$ cat src/hw/mis_regs.svh
`ifndef MIS_REGS_SVH
`define MIS_REGS_SVH
// =====================================================
// Register indices (byte address is four times these).
`define MIS_IDX_ENABLE 8'h25
`define MIS_IDX_STATUS 8'h26
`define MIS_IDX_MISC 8'h27
// =====================================================
// Field positions.
`define MIS_EN_LINE_B 7
`define MIS_EN_LINE_A 6
`define MIS_ST_FLAG_B 7
`define MIS_ST_FLAG_A 6
`define MIS_ST_LEVEL_B 1
`define MIS_ST_LEVEL_A 0
`define MIS_MC_LINE_B_EDGE 7
`define MIS_MC_LINE_A_EDGE 6
`define MIS_MC_REQ_EDGE 5
// =====================================================
// Reset values.
`define MIS_RST_ENABLE 8'h00
`define MIS_RST_MISC 3'h0
// =====================================================
// Vector pairs (address of the high byte).
`define MIS_VEC_RESET 16'h3ffe
`define MIS_VEC_TRAP 16'h3ffc
`define MIS_VEC_REQ 16'h3ffa
`define MIS_VEC_LINE_A 16'h3ff8
`define MIS_VEC_LINE_B 16'h3ff4
`endif

$ cat src/hw/mis_pkg.sv
`default_nettype none
package mis_pkg;
    typedef enum logic [2:0] {
        S_RUN, S_PUSH, S_LOAD, S_STOP, S_WAIT
    } mis_state_e;
    typedef enum logic [2:0] {
        SRC_TRAP, SRC_REQ, SRC_A, SRC_TMR, SRC_B, SRC_RTC, SRC_SPI
    } mis_src_e;
    typedef struct packed {
        logic instr_end;
        logic soft_trap;
        logic return_from_handler;
        logic stacked_mask;
        logic stop;
        logic wait_req;
    } mis_cpu_cmd_s;
    typedef struct packed {
        logic push;
        logic load_pc;
        logic [15:0] vector;
        logic mask;
        logic cpu_clk_run;
        logic osc_run;
        logic busy;
    } mis_seq_s;
endpackage
`default_nettype wire

$ cat src/hw/mis_sequencer.sv
`include "mis_regs.svh"
`default_nettype none
module mis_sequencer #(
    parameter logic [15:0] TMR_VEC = 16'h0000,
    parameter logic [15:0] RTC_VEC = 16'h0000,
    parameter logic [15:0] SPI_VEC = 16'h0000
) (
    // Clock and reset
    input wire logic core_clk,
    input wire logic resetn,
    // Avalon-MM register slave
    input wire logic [9:0] avs_address,
    input wire logic avs_read,
    input wire logic avs_write,
    input wire logic [3:0] avs_byteenable,
    input wire logic [31:0] avs_writedata,
    output logic [31:0] avs_readdata,
    output logic avs_waitrequest,
    // External pins, active low
    input wire logic req_n,
    input wire logic ext_line_a_n,
    input wire logic ext_line_b_n,
    // Peripheral requests, already gated by their own enables, then the RTC-in-use flag for stop
    input wire logic tmr_req,
    input wire logic rtc_req,
    input wire logic spi_req,
    input wire logic rtc_int_used,
    // Peripheral clear sequence (0 timer, 1 serial port)
    input wire logic [1:0] periph_flag,
    input wire logic [1:0] periph_status_rd,
    input wire logic [1:0] periph_assoc_acc,
    output logic [1:0] periph_flag_clr,
    // Instruction sequencer
    input wire mis_pkg::mis_cpu_cmd_s cpu_cmd,
    output mis_pkg::mis_seq_s seq
);
    import mis_pkg::*;

    // =====================================================
    // Pin synchronisers and falling-edge detection.
    logic [2:0] pins_n;
    logic [2:0] sync1_q;
    logic [2:0] sync2_q;
    logic [2:0] prev_q;
    logic [2:0] fall;
    assign pins_n = {ext_line_b_n, ext_line_a_n, req_n};

    genvar gi;
    generate
        for (gi = 0; gi < 3; gi++) begin : g_pin
            always_ff @(posedge core_clk or negedge resetn) begin
                if (!resetn) begin
                    sync1_q[gi] <= 1'b1;
                    sync2_q[gi] <= 1'b1;
                    prev_q[gi] <= 1'b1;
                end else begin
                    sync1_q[gi] <= pins_n[gi];
                    sync2_q[gi] <= sync1_q[gi];
                    prev_q[gi] <= sync2_q[gi];
                end
            end
            assign fall[gi] = prev_q[gi] & ~sync2_q[gi];
        end
    endgenerate

    // =====================================================
    // Registers.
    logic [7:0] enable_q;
    logic [2:0] misc_q;
    logic flag_a_q;
    logic flag_b_q;
    logic ack_q;
    logic access;
    logic [7:0] word_idx;
    logic wr_en;
    logic wr_st;
    logic wr_mc;
    logic [7:0] status;
    logic edge_only_req;
    logic edge_only_a;
    logic edge_only_b;

    assign access = (avs_read | avs_write) & ~ack_q;
    assign avs_waitrequest = (avs_read | avs_write) & ~ack_q;
    assign word_idx = avs_address[9:2];
    // Writes land on the completing edge, so a master that abandons a
    // request while it is still waiting leaves no trace.
    assign wr_en = ack_q & avs_write & avs_byteenable[0] &
                   (word_idx == `MIS_IDX_ENABLE);
    assign wr_st = ack_q & avs_write & avs_byteenable[0] &
                   (word_idx == `MIS_IDX_STATUS);
    assign wr_mc = ack_q & avs_write & avs_byteenable[0] &
                   (word_idx == `MIS_IDX_MISC);
    assign edge_only_req = misc_q[`MIS_MC_REQ_EDGE - 5];
    assign edge_only_a = misc_q[`MIS_MC_LINE_A_EDGE - 5];
    assign edge_only_b = misc_q[`MIS_MC_LINE_B_EDGE - 5];

    always_comb begin
        status = 8'h00;
        status[`MIS_ST_FLAG_B] = flag_b_q;
        status[`MIS_ST_FLAG_A] = flag_a_q;
        status[`MIS_ST_LEVEL_B] = sync2_q[2];
        status[`MIS_ST_LEVEL_A] = sync2_q[1];
    end

    // One wait state: every access is answered on the second edge.
    always_ff @(posedge core_clk or negedge resetn) begin
        if (!resetn) begin
            ack_q <= 1'b0;
        end else begin
            ack_q <= access;
        end
    end

    always_ff @(posedge core_clk or negedge resetn) begin
        if (!resetn) begin
            avs_readdata <= 32'h0000_0000;
        end else if (access && avs_read) begin
            case (word_idx)
                `MIS_IDX_ENABLE: avs_readdata <= {24'h000000, enable_q};
                `MIS_IDX_STATUS: avs_readdata <= {24'h000000, status};
                `MIS_IDX_MISC: avs_readdata <= {24'h000000, misc_q, 5'h00};
                default: avs_readdata <= 32'h0000_0000;
            endcase
        end
    end

    // Only bits 7 and 6 exist; the rest read as zero.
    always_ff @(posedge core_clk or negedge resetn) begin
        if (!resetn) begin
            enable_q <= `MIS_RST_ENABLE;
        end else if (wr_en) begin
            enable_q <= avs_writedata[7:0] & 8'hc0;
        end
    end

    always_ff @(posedge core_clk or negedge resetn) begin
        if (!resetn) begin
            misc_q <= `MIS_RST_MISC;
        end else if (wr_mc) begin
            misc_q <= avs_writedata[7:5];
        end
    end

    // =====================================================
    // Line flags: event sets, write-one clears, set wins.
    logic set_a;
    logic set_b;
    assign set_a = fall[1] | (~edge_only_a & ~sync2_q[1]);
    assign set_b = fall[2] | (~edge_only_b & ~sync2_q[2]);

    always_ff @(posedge core_clk or negedge resetn) begin
        if (!resetn) begin
            flag_a_q <= 1'b0;
            flag_b_q <= 1'b0;
        end else begin
            if (set_a) begin
                flag_a_q <= 1'b1;
            end else if (wr_st && avs_writedata[`MIS_ST_FLAG_A]) begin
                flag_a_q <= 1'b0;
            end
            if (set_b) begin
                flag_b_q <= 1'b1;
            end else if (wr_st && avs_writedata[`MIS_ST_FLAG_B]) begin
                flag_b_q <= 1'b0;
            end
        end
    end

    // =====================================================
    // Peripheral flag clear: status read while set, then access.
    logic [1:0] armed_q;
    generate
        for (gi = 0; gi < 2; gi++) begin : g_clr
            assign periph_flag_clr[gi] = armed_q[gi] &
                                         periph_assoc_acc[gi];
            always_ff @(posedge core_clk or negedge resetn) begin
                if (!resetn) begin
                    armed_q[gi] <= 1'b0;
                end else if (periph_status_rd[gi]) begin
                    armed_q[gi] <= periph_flag[gi];
                end else if (periph_assoc_acc[gi]) begin
                    armed_q[gi] <= 1'b0;
                end
            end
        end
    endgenerate

    // =====================================================
    // Request line latch and pending sources.
    mis_state_e state_q;
    mis_src_e src_q;
    logic req_latch_q;
    logic mask_q;
    logic [15:0] vector_q;
    logic [6:0] pend;
    logic any_pend;
    logic take_ok;
    logic ext_wake;
    mis_src_e win;
    logic [15:0] win_vec;

    // Cleared while the state is pushed for SRC_REQ, so one more pulse may land.
    always_ff @(posedge core_clk or negedge resetn) begin
        if (!resetn) begin
            req_latch_q <= 1'b0;
        end else if (fall[0]) begin
            req_latch_q <= 1'b1;
        end else if (state_q == S_PUSH && src_q == SRC_REQ) begin
            req_latch_q <= 1'b0;
        end
    end

    // Bit index follows priority: 6 is the highest vector.
    assign pend[6] = req_latch_q | (~edge_only_req & ~sync2_q[0]);
    assign pend[5] = flag_a_q & enable_q[`MIS_EN_LINE_A];
    assign pend[4] = tmr_req;
    assign pend[3] = flag_b_q & enable_q[`MIS_EN_LINE_B];
    assign pend[2] = rtc_req;
    assign pend[1] = spi_req;
    assign pend[0] = 1'b0;
    assign any_pend = |pend[6:1];
    assign take_ok = any_pend & ~mask_q;
    assign ext_wake = pend[6] | pend[5] | pend[3];

    always_comb begin
        win = SRC_SPI;
        win_vec = SPI_VEC;
        if (pend[6]) begin
            win = SRC_REQ;
            win_vec = `MIS_VEC_REQ;
        end else if (pend[5]) begin
            win = SRC_A;
            win_vec = `MIS_VEC_LINE_A;
        end else if (pend[4]) begin
            win = SRC_TMR;
            win_vec = TMR_VEC;
        end else if (pend[3]) begin
            win = SRC_B;
            win_vec = `MIS_VEC_LINE_B;
        end else if (pend[2]) begin
            win = SRC_RTC;
            win_vec = RTC_VEC;
        end
    end

    // =====================================================
    // Sequencer.
    always_ff @(posedge core_clk or negedge resetn) begin
        if (!resetn) begin
            state_q <= S_LOAD;
            src_q <= SRC_TRAP;
            vector_q <= `MIS_VEC_RESET;
        end else begin
            case (state_q)
                S_RUN: begin
                    if (cpu_cmd.instr_end) begin
                        if (cpu_cmd.soft_trap) begin
                            state_q <= S_PUSH;
                            src_q <= SRC_TRAP;
                            vector_q <= `MIS_VEC_TRAP;
                        end else if (take_ok) begin
                            state_q <= S_PUSH;
                            src_q <= win;
                            vector_q <= win_vec;
                        end else if (cpu_cmd.stop) begin
                            state_q <= S_STOP;
                        end else if (cpu_cmd.wait_req) begin
                            state_q <= S_WAIT;
                        end
                    end
                end
                S_PUSH: state_q <= S_LOAD;
                S_LOAD: state_q <= S_RUN;
                S_STOP, S_WAIT: begin
                    if ((state_q == S_STOP) ? ext_wake : any_pend) begin
                        if (take_ok) begin
                            state_q <= S_PUSH;
                            src_q <= win;
                            vector_q <= win_vec;
                        end else begin
                            state_q <= S_RUN;
                        end
                    end
                end
                default: state_q <= S_RUN;
            endcase
        end
    end

    // The mask stays set from reset until software clears it.
    always_ff @(posedge core_clk or negedge resetn) begin
        if (!resetn) begin
            mask_q <= 1'b1;
        end else if (state_q == S_PUSH) begin
            mask_q <= 1'b1;
        end else if (state_q == S_RUN && cpu_cmd.instr_end &&
                     cpu_cmd.return_from_handler) begin
            mask_q <= cpu_cmd.stacked_mask;
        end
    end

    always_comb begin
        seq.push = (state_q == S_PUSH);
        seq.load_pc = (state_q == S_LOAD);
        seq.vector = vector_q;
        seq.mask = mask_q;
        seq.cpu_clk_run = (state_q != S_STOP) && (state_q != S_WAIT);
        seq.osc_run = !(state_q == S_STOP && rtc_int_used);
        seq.busy = (state_q != S_RUN);
    end

    // =====================================================
    // Checks.
    logic end_plain;
    assign end_plain = state_q == S_RUN && cpu_cmd.instr_end &&
                       !cpu_cmd.soft_trap;

    property p_mask_blocks;
        @(posedge core_clk) disable iff (!resetn)
        end_plain && mask_q |=> state_q != S_PUSH;
    endproperty
    a_mask_blocks: assert property (p_mask_blocks)
        else $error("masked interrupt taken");

    property p_trap_any;
        @(posedge core_clk) disable iff (!resetn)
        state_q == S_RUN && cpu_cmd.instr_end && cpu_cmd.soft_trap
        |=> seq.push && vector_q == `MIS_VEC_TRAP ##1 seq.load_pc;
    endproperty
    a_trap_any: assert property (p_trap_any)
        else $error("trap not taken");

    property p_push_load;
        @(posedge core_clk) disable iff (!resetn)
        seq.push |=> seq.load_pc && mask_q && $stable(vector_q);
    endproperty
    a_push_load: assert property (p_push_load)
        else $error("push not followed by masked load");

    property p_only_at_end;
        @(posedge core_clk) disable iff (!resetn)
        state_q == S_RUN && !cpu_cmd.instr_end |=> state_q != S_PUSH;
    endproperty
    a_only_at_end: assert property (p_only_at_end)
        else $error("interrupt taken mid instruction");

    property p_ret_mask;
        @(posedge core_clk) disable iff (!resetn)
        end_plain && cpu_cmd.return_from_handler
        |=> mask_q == $past(cpu_cmd.stacked_mask);
    endproperty
    a_ret_mask: assert property (p_ret_mask)
        else $error("mask not restored from stack");

    property p_enable_gate;
        @(posedge core_clk) disable iff (!resetn)
        end_plain && take_ok && !enable_q[`MIS_EN_LINE_A]
        |=> vector_q != `MIS_VEC_LINE_A;
    endproperty
    a_enable_gate: assert property (p_enable_gate)
        else $error("disabled line pending");

    property p_set_wins;
        @(posedge core_clk) disable iff (!resetn)
        set_a && wr_st && avs_writedata[`MIS_ST_FLAG_A] |=> flag_a_q;
    endproperty
    a_set_wins: assert property (p_set_wins)
        else $error("line flag event lost to clear");

    property p_prio;
        @(posedge core_clk) disable iff (!resetn)
        end_plain && take_ok && pend[6]
        |=> vector_q == `MIS_VEC_REQ;
    endproperty
    a_prio: assert property (p_prio)
        else $error("wrong priority");

    property p_stop_osc;
        @(posedge core_clk) disable iff (!resetn)
        state_q == S_STOP |-> !seq.cpu_clk_run &&
                              seq.osc_run == !rtc_int_used;
    endproperty
    a_stop_osc: assert property (p_stop_osc)
        else $error("stop clock gating wrong");

    property p_periph_clr;
        @(posedge core_clk) disable iff (!resetn)
        periph_status_rd[0] && periph_flag[0] ##1
        periph_assoc_acc[0] && !periph_status_rd[0]
        |-> periph_flag_clr[0];
    endproperty
    a_periph_clr: assert property (p_periph_clr)
        else $error("peripheral clear missed");

    c_take: cover property (@(posedge core_clk) disable iff (!resetn)
        seq.push ##1 seq.load_pc);
    c_wait_wake: cover property (@(posedge core_clk)
        disable iff (!resetn) state_q == S_WAIT ##1 state_q == S_PUSH);
    c_stop_wake: cover property (@(posedge core_clk)
        disable iff (!resetn) state_q == S_STOP ##1 state_q == S_RUN);
endmodule
`default_nettype wire

$ cat config.mk
export PLATFORM = sky130hd
export DESIGN_NAME = mis_sequencer
export DESIGN_NICKNAME = d
export VERILOG_FILES = /design/src/hw/mis_pkg.sv /design/src/hw/mis_sequencer.sv
export VERILOG_INCLUDE_DIRS = /design/src /design/src/hw
export SDC_FILE = /design/constraint.sdc
export NUM_CORES = 1
export LEC_CHECK = 0
export ABC_AREA = 1
export BUFFER_PORTS_ARGS = -buffer_cell sky130_fd_sc_hd__buf_2
export CORE_MARGIN = 2
export CORE_UTILIZATION = 50
export CTS_CLUSTER_SIZE = 8
export DETAILED_ROUTE_END_ITERATION = 10
export GPL_TIMING_DRIVEN = 0
export MAX_ROUTING_LAYER = met4
export PLACE_DENSITY = 0.95
export SLEW_MARGIN = 20
export SYNTH_ARGS = -nofsm -noshare
export SYNTH_HDL_FRONTEND = slang
export SYNTH_SLANG_ARGS = --single-unit
$ cat constraint.sdc
create_clock -name core_clk -period 2.3 [get_ports core_clk]
set_input_delay 0.23 -clock core_clk [delete_from_list [all_inputs] [get_ports core_clk]]
set_output_delay 0.23 -clock core_clk [all_outputs]
set_load 0.02 [all_outputs]
==> results.py, run 1 <==
metrics = {
    "timing": {
        "min_period_ns": 2.07,
        "tightest_slew_ns": 0.577,
        "finalCritPeriodShare": 0.899,
        "tns_ns": 0,
        "finalSetupViolations": 0,
        "rsz0062_at_grt": "no",
        "hold_viol_final": 0,
        "slew_viol_final": 0,
        "skew_ns": 0.00465,
        "slew_headroom": 0.615,
        "fin_ws_ns": 0.232,
        "clock.fmax_ghz": 0.484,
    },
    "synth": {
        "ys_types": 30,
        "yosys_warnings": 0,
        "ys_seq_area_frac": 0.475,
        "avgSynthCellArea_sq_um": 7.95,
        "yosys_register_bits": 48,
        "netlist_instances": 326,
        "synthesis.area_sq_um": 2590,
    },
    "clocking": {
        "cts_made_buffers": 5,
        "cts_tree": "done",
        "ctsResizeCount": 0,
        "path_clk_slew_ns": 0.09,
        "htreeDepth": 2,
        "clockBufferDepth": 2,
        "root_buffer": "clkbuf_8",
        "cts_sinks": 48,
        "insertion_delay_ns": 0.30,
    },
    "global_route": {
        "grt_usage": 0.209,
        "grt_pass1_vias": 2308,
        "antenna_found_initial": 0,
        "grt_max_degree": 49,
        "grt_pass1_wl_um": 9640,
        "grt_overflow": 0,
    },
    "cells_and_area": {
        "antenna_cells": 0,
        "final_common_cell": "nand2_1",
        "area_growth_pct": 24.7,
        "final_area_sq_um": 3230,
        "drive_above_1_share": 0.329,
        "nNetsFinal": 493,
        "mostFrequentLayoutCells": "nand2_1, buf_2, inv_1",
        "fillers": 423,
    },
    "drt": {
        "met1_length_um": 2370,
        "drt_pass1_iterations": 4,
        "routed-wl-met3_um": 311,
        "routed_wl_um": 5750,
        "wl_per_cell_um": 11.6,
        "dr_total_vias": 2376,
        "viasPerCell": 4.80,
        "ant_nets": 0,
        "topRoutingLayerUsed": "met4",
        "drtIter0Drc": 127,
        "wl_met2_um": 2930,
        "drc_errors": 0,
    },
    "pwr": {
        "peakVddDrop_v": 0.000567,
        "leakage_nw": 1.84,
        "powerDensity_nw_per_um2": 1100,
    },
    "setup_path": {
        "crit_arrival_ns": 1.84,
        "critPathKind": "register to primary output",
        "worst-path-max-fanout": 10,
        "endpoint_kind": "primary output",
        "cp_data_required_time_ns": 2.07,
        "cp-start-kind": "register",
        "reg2regPathDepth": 9,
    },
    "placement": {
        "place_ws_ns": 0.572,
        "hpwl_um": 4270,
        "place_area_sq_um": 3100,
        "port_buffers": 64,
        "gp_congestion": 0.885,
    },
    "floorplanning": {
        "dieHeight_um": 76.0,
        "coreArea_sq_um": 5040,
        "die_w_um": 76.0,
        "initial_utilization": 0.514,
        "ios": 126,
        "die_area_sq_um": 5780,
        "num_rows": 26,
    },
    "worst_hold_path": {
        "hold_path.class": "input port to register",
        "min_path_cells": 1,
    },
    "job": {
        "maxCapViolCount": 0,
    },
    "outcome": {
        "outcome": "finished, final reports clean",
    },
}
[where the power goes]
part | switching [mW] | internal (mW) | total, mW
combinational | 1.06 | 0.565 | 1.63
clock | 0.290 | 0.356 | 0.645
sequential | 0.142 | 1.14 | 1.28
[critical path, stage by stage, from the launching register on]
cell and delay, ns:
dfstp_2 0.55, nand3_1 0.16, o21ai_2 0.18, clkbuf_1 0.39
inv_1 0.08, buf_2 0.17
[path summary, 6_finish.rpt]
check / end / slack, ns / startpoint
setup / recovery: seq[2] / 0.23 / state_q[1]
hold / removal: sync1_q[0] / 0.02 / req_n
setup reg to reg: vector_q[3] / 0.58 / sync2_q[0]
hold reg to reg: status[0] / 0.36 / sync1_q[1]
max in group asynchronous: vector_q[5] / 1.44 / resetn
min in group asynchronous: misc_q[2] / 0.48 / resetn
[cells by family after synthesis]
kind of cell | count (synthesis) | share of synthesized area
AO/OA/AOI/OAI | 39 | 0.0975
buffers and inverters | 77 | 0.160
flip-flops | 48 | 0.475
other | 1 | 0.00145
AND/OR/NAND/NOR | 161 | 0.266
[area by class of cell]
type / instances / area, sq um / share of cell area
sequential: 48 / 1230 / 0.381
multi-input combinational: 227 / 1040 / 0.323
timing repair buffer: 65 / 333 / 0.103
buffer: 33 / 248 / 0.0767
inverter: 44 / 168 / 0.0519
tap: 70 / 87.6 / 0.0271
clock buffer: 6 / 82.6 / 0.0256
clock inverter: 2 / 38.8 / 0.0120
[synthesized netlist by cell type]
| cell type | number | area [sq um] |
|---|---|---|
| nor3_1 | 6 | 30.0 |
| inv_1 | 40 | 150 |
| nor4_1 | 1 | 6.26 |
| nor2_4 | 1 | 11.3 |
| clkbuf_1 | 2 | 7.51 |
| o21ai_1 | 1 | 5.00 |
| nand2_1 | 106 | 398 |
| buf_6 | 2 | 22.5 |
| nand3b_1 | 1 | 7.51 |
| conb_1 | 1 | 3.75 |
| dfrtp_1 | 24 | 601 |
| or2_4 | 1 | 8.76 |
| nand4_1 | 5 | 31.3 |
| nand3_4 | 1 | 17.5 |
| nor2_1 | 20 | 75.1 |
| nor2_2 | 1 | 6.26 |
| o22ai_1 | 2 | 12.5 |
| a22o_1 | 2 | 17.5 |
| inv_2 | 3 | 11.3 |
| a21oi_1 | 2 | 10.0 |
| nand2_2 | 2 | 12.5 |
| o21ai_0 | 17 | 85.1 |
| buf_4 | 29 | 218 |
| nand3_2 | 1 | 10.0 |
| o211ai_1 | 13 | 97.6 |
| o21ai_4 | 1 | 16.3 |
| nand3_1 | 15 | 75.1 |
| dfstp_2 | 24 | 631 |
| o21ai_2 | 1 | 8.76 |
| inv_4 | 1 | 6.26 |
[stage by stage]
step                utilization  hold slack, ns  total power, mW  cells
floorplan                     -         -0.0656             2.47    352
global placement          0.614           0.335             2.83    486
detailed placement        0.614           0.336             2.90    486
CTS                       0.638          0.0137             3.55    494
global route              0.641         0.00528             3.80    495
finish                    0.641          0.0202             3.55    495
[per-layer routing]
layer / vias up / GRT usage
met5: - / -
met4: 0 / 0.0836
met3: 11 / 0.0379
met2: 90 / 0.367
met1: 1103 / 0.237
li1: 1172 / -
[registers in the layout, indices dropped and copies added (netlist names)]
register,cells
vector_q,16
flag_b_q,1
avs_readdata,5
src_q,3
status,2
sync1_q,3
prev_q,3
flag_a_q,1
armed_q,2
req_latch_q,1
sync2_q,1
state_q,3
misc_q,3
ack_q,1
mask_q,1
enable_q,2
[repair_timing]
action | CTS | global route
endpoints found under the hold margin | 0 | 24
buffers inserted | 0 | 0
hold buffers | 0 | 1
Note: power is estimated with default switching activity, not from simulation.
==> run 2, diff against run 1 <==
Settings changed: RECOVER_POWER from default to 25.
==> results.py, run 2 (synthesis results as in run 1) <==
metrics = {
    "timing": {
        "slew_viol_final": 0,
        "rsz0062_at_grt": "no",
        "clock.fmax_ghz": 0.485,
        "slew_headroom": 0.248,
        "tns_ns": 0,
        "finalCritPeriodShare": 0.897,
        "hold_viol_final": 0,
        "min_period_ns": 2.06,
        "finalSetupViolations": 0,
        "hold_slack_ns": 0.0211,
        "skew_ns": 0.00571,
        "tightest_slew_ns": 1.13,
        "fin_ws_ns": 0.237,
    },
    "global_route": {
        "grt_pass1_wl_um": 9640,
        "grt_overflow": 0,
        "grt_usage": 0.209,
        "antenna_found_initial": 0,
        "grt_max_degree": 49,
        "grt_pass1_vias": 2308,
    },
    "setup_path": {
        "worst_path_max_delay_cell": "dfstp_2",
        "critPathKind": "register to primary output",
        "endpoint_kind": "primary output",
        "worstPathCellList": "nand3_1 -> o21ai_2 -> clkbuf_1 -> inv_1 -> buf_2",
        "reg2reg_slack_ns": 0.58,
        "cpPeakStageDelay_ns": 0.55,
        "critPathBufInv": 3,
        "cp-start-kind": "register",
        "reg2regPathDepth": 9,
        "crit_arrival_ns": 1.83,
        "critical-path-top-delay-family": "buffers and inverters",
        "worst-path-max-fanout": 10,
        "worst_r2r_endpoint": "vector_q[3]",
        "r2r_start": "sync2_q[0]",
        "cp_data_required_time_ns": 2.07,
    },
    "cells_and_area": {
        "fillers": 424,
        "fin_util": 0.640,
        "area_growth_pct": 24.6,
        "regMostFlops": "vector_q",
        "antenna_cells": 0,
        "multi_input_area_sq_um": 1040,
        "largest_reg_flops": 16,
        "layout.cells.non_filler": 495,
        "final_common_cell": "nand2_1",
        "mostFrequentLayoutCells": "nand2_1, buf_2, inv_1",
        "drive_above_1_share": 0.325,
        "seqCellArea_sq_um": 1230,
        "top_regs": "vector_q (16), avs_readdata (5)",
        "nNetsFinal": 493,
    },
    "clocking": {
        "insertion_delay_ns": 0.30,
        "clockBufferDepth": 2,
        "cts_tree": "done",
        "cts_sinks": 48,
        "path_clk_slew_ns": 0.09,
        "post-cts-setup-buffers": 0,
        "cts_made_buffers": 5,
        "root_buffer": "clkbuf_8",
        "ctsResizeCount": 0,
        "hold_buffers": 0,
        "htreeDepth": 2,
    },
    "worst_hold_path": {
        "hold_path.class": "input port to register",
        "min_path_cells": 1,
        "hp-start": "req_n",
        "holdPathEnd": "sync1_q[0]",
    },
    "drt": {
        "dr_total_vias": 2380,
        "wl_per_cell_um": 11.6,
        "drc_errors": 0,
        "viasPerCell": 4.81,
        "drtIter0Drc": 111,
        "ant_nets": 0,
        "routed_wl_um": 5760,
        "drt_pass1_iterations": 4,
    },
    "placement": {
        "hpwl_um": 4270,
        "port_buffers": 64,
        "place_ws_ns": 0.572,
        "gp_congestion": 0.885,
        "dpl.cell_count": 486,
    },
    "floorplanning": {
        "ios": 126,
        "initial_utilization": 0.514,
        "coreArea_sq_um": 5040,
        "dieHeight_um": 76.0,
        "die_w_um": 76.0,
        "die_area_sq_um": 5780,
        "num_rows": 26,
    },
    "pwr": {
        "powerDensity_nw_per_um2": 1100,
        "leakage_nw": 1.84,
        "peakVddDrop_v": 0.000569,
    },
    "outcome": {
        "outcome": "finished, final reports clean",
    },
    "job": {
        "maxCapViolCount": 0,
    },
}
## run 2: cell count changes in the layout (fill, tap and decap cells not counted), sizes merged
cell    before  now
buf         95   94
clkbuf       8    9
## run 2: worst max path at each step
stage          slack, ns  depth (start not counted)           end  startpoint
2_1_floorplan       0.82                         10  vector_q[10]  sync2_q[0]
3_3_place_gp        0.61                          5        seq[2]  state_q[1]
3_5_place_dp        0.57                          5        seq[2]  state_q[1]
4_1_cts             0.23                          5        seq[2]  state_q[1]
5_1_grt             0.11                          5        seq[2]  state_q[1]
6_report            0.24                          5        seq[2]  state_q[1]
## run 2: where the power goes
| part | total, mW | internal, mW | switching, mW | leakage [nW] |
|---|---|---|---|---|
| combinational | 1.63 | 0.564 | 1.07 | 1.22 |
| sequential | 1.28 | 1.13 | 0.143 | 0.558 |
| clock | 0.645 | 0.356 | 0.289 | 0.0614 |
| total | 3.55 | 2.05 | 1.50 | 1.84 |
## run 2: worst reg2reg max path: stages, from the launching register on
cell	delay, ns
dfstp_2	0.54
inv_1	0.04
nand2_1	0.07
nand3_1	0.18
o21ai_4	0.31
buf_4	0.23
nand2_1	0.07
o211ai_1	0.10
nand2_1	0.08
nand2_1	0.06
## run 2: routing by layer
metal / vias up / GRT usage / wire length (um)
met5: - / - / 0
met4: 0 / 0.0836 / 125
met3: 9 / 0.0379 / 315
met2: 89 / 0.367 / 2920
met1: 1111 / 0.237 / 2400
li1: 1171 / - / -
## run 2: per-stage QoR
stage                     instance area [sq um]  power [mW]
after floorplan                            2690        2.47
after global placement                     3100        2.83
after detailed placement                   3100        2.90
after CTS                                  3220        3.55
after global routing                       3230        3.80
final                                      3230        3.55
## run 2: cell type report
type,instances,share of cell area
Sequential cell,48,0.381
Multi-Input combinational cell,227,0.323
Timing Repair Buffer,65,0.102
Buffer,33,0.0767
Inverter,44,0.0519
Tap cell,70,0.0271
Clock buffer,6,0.0256
Clock inverter,2,0.0120
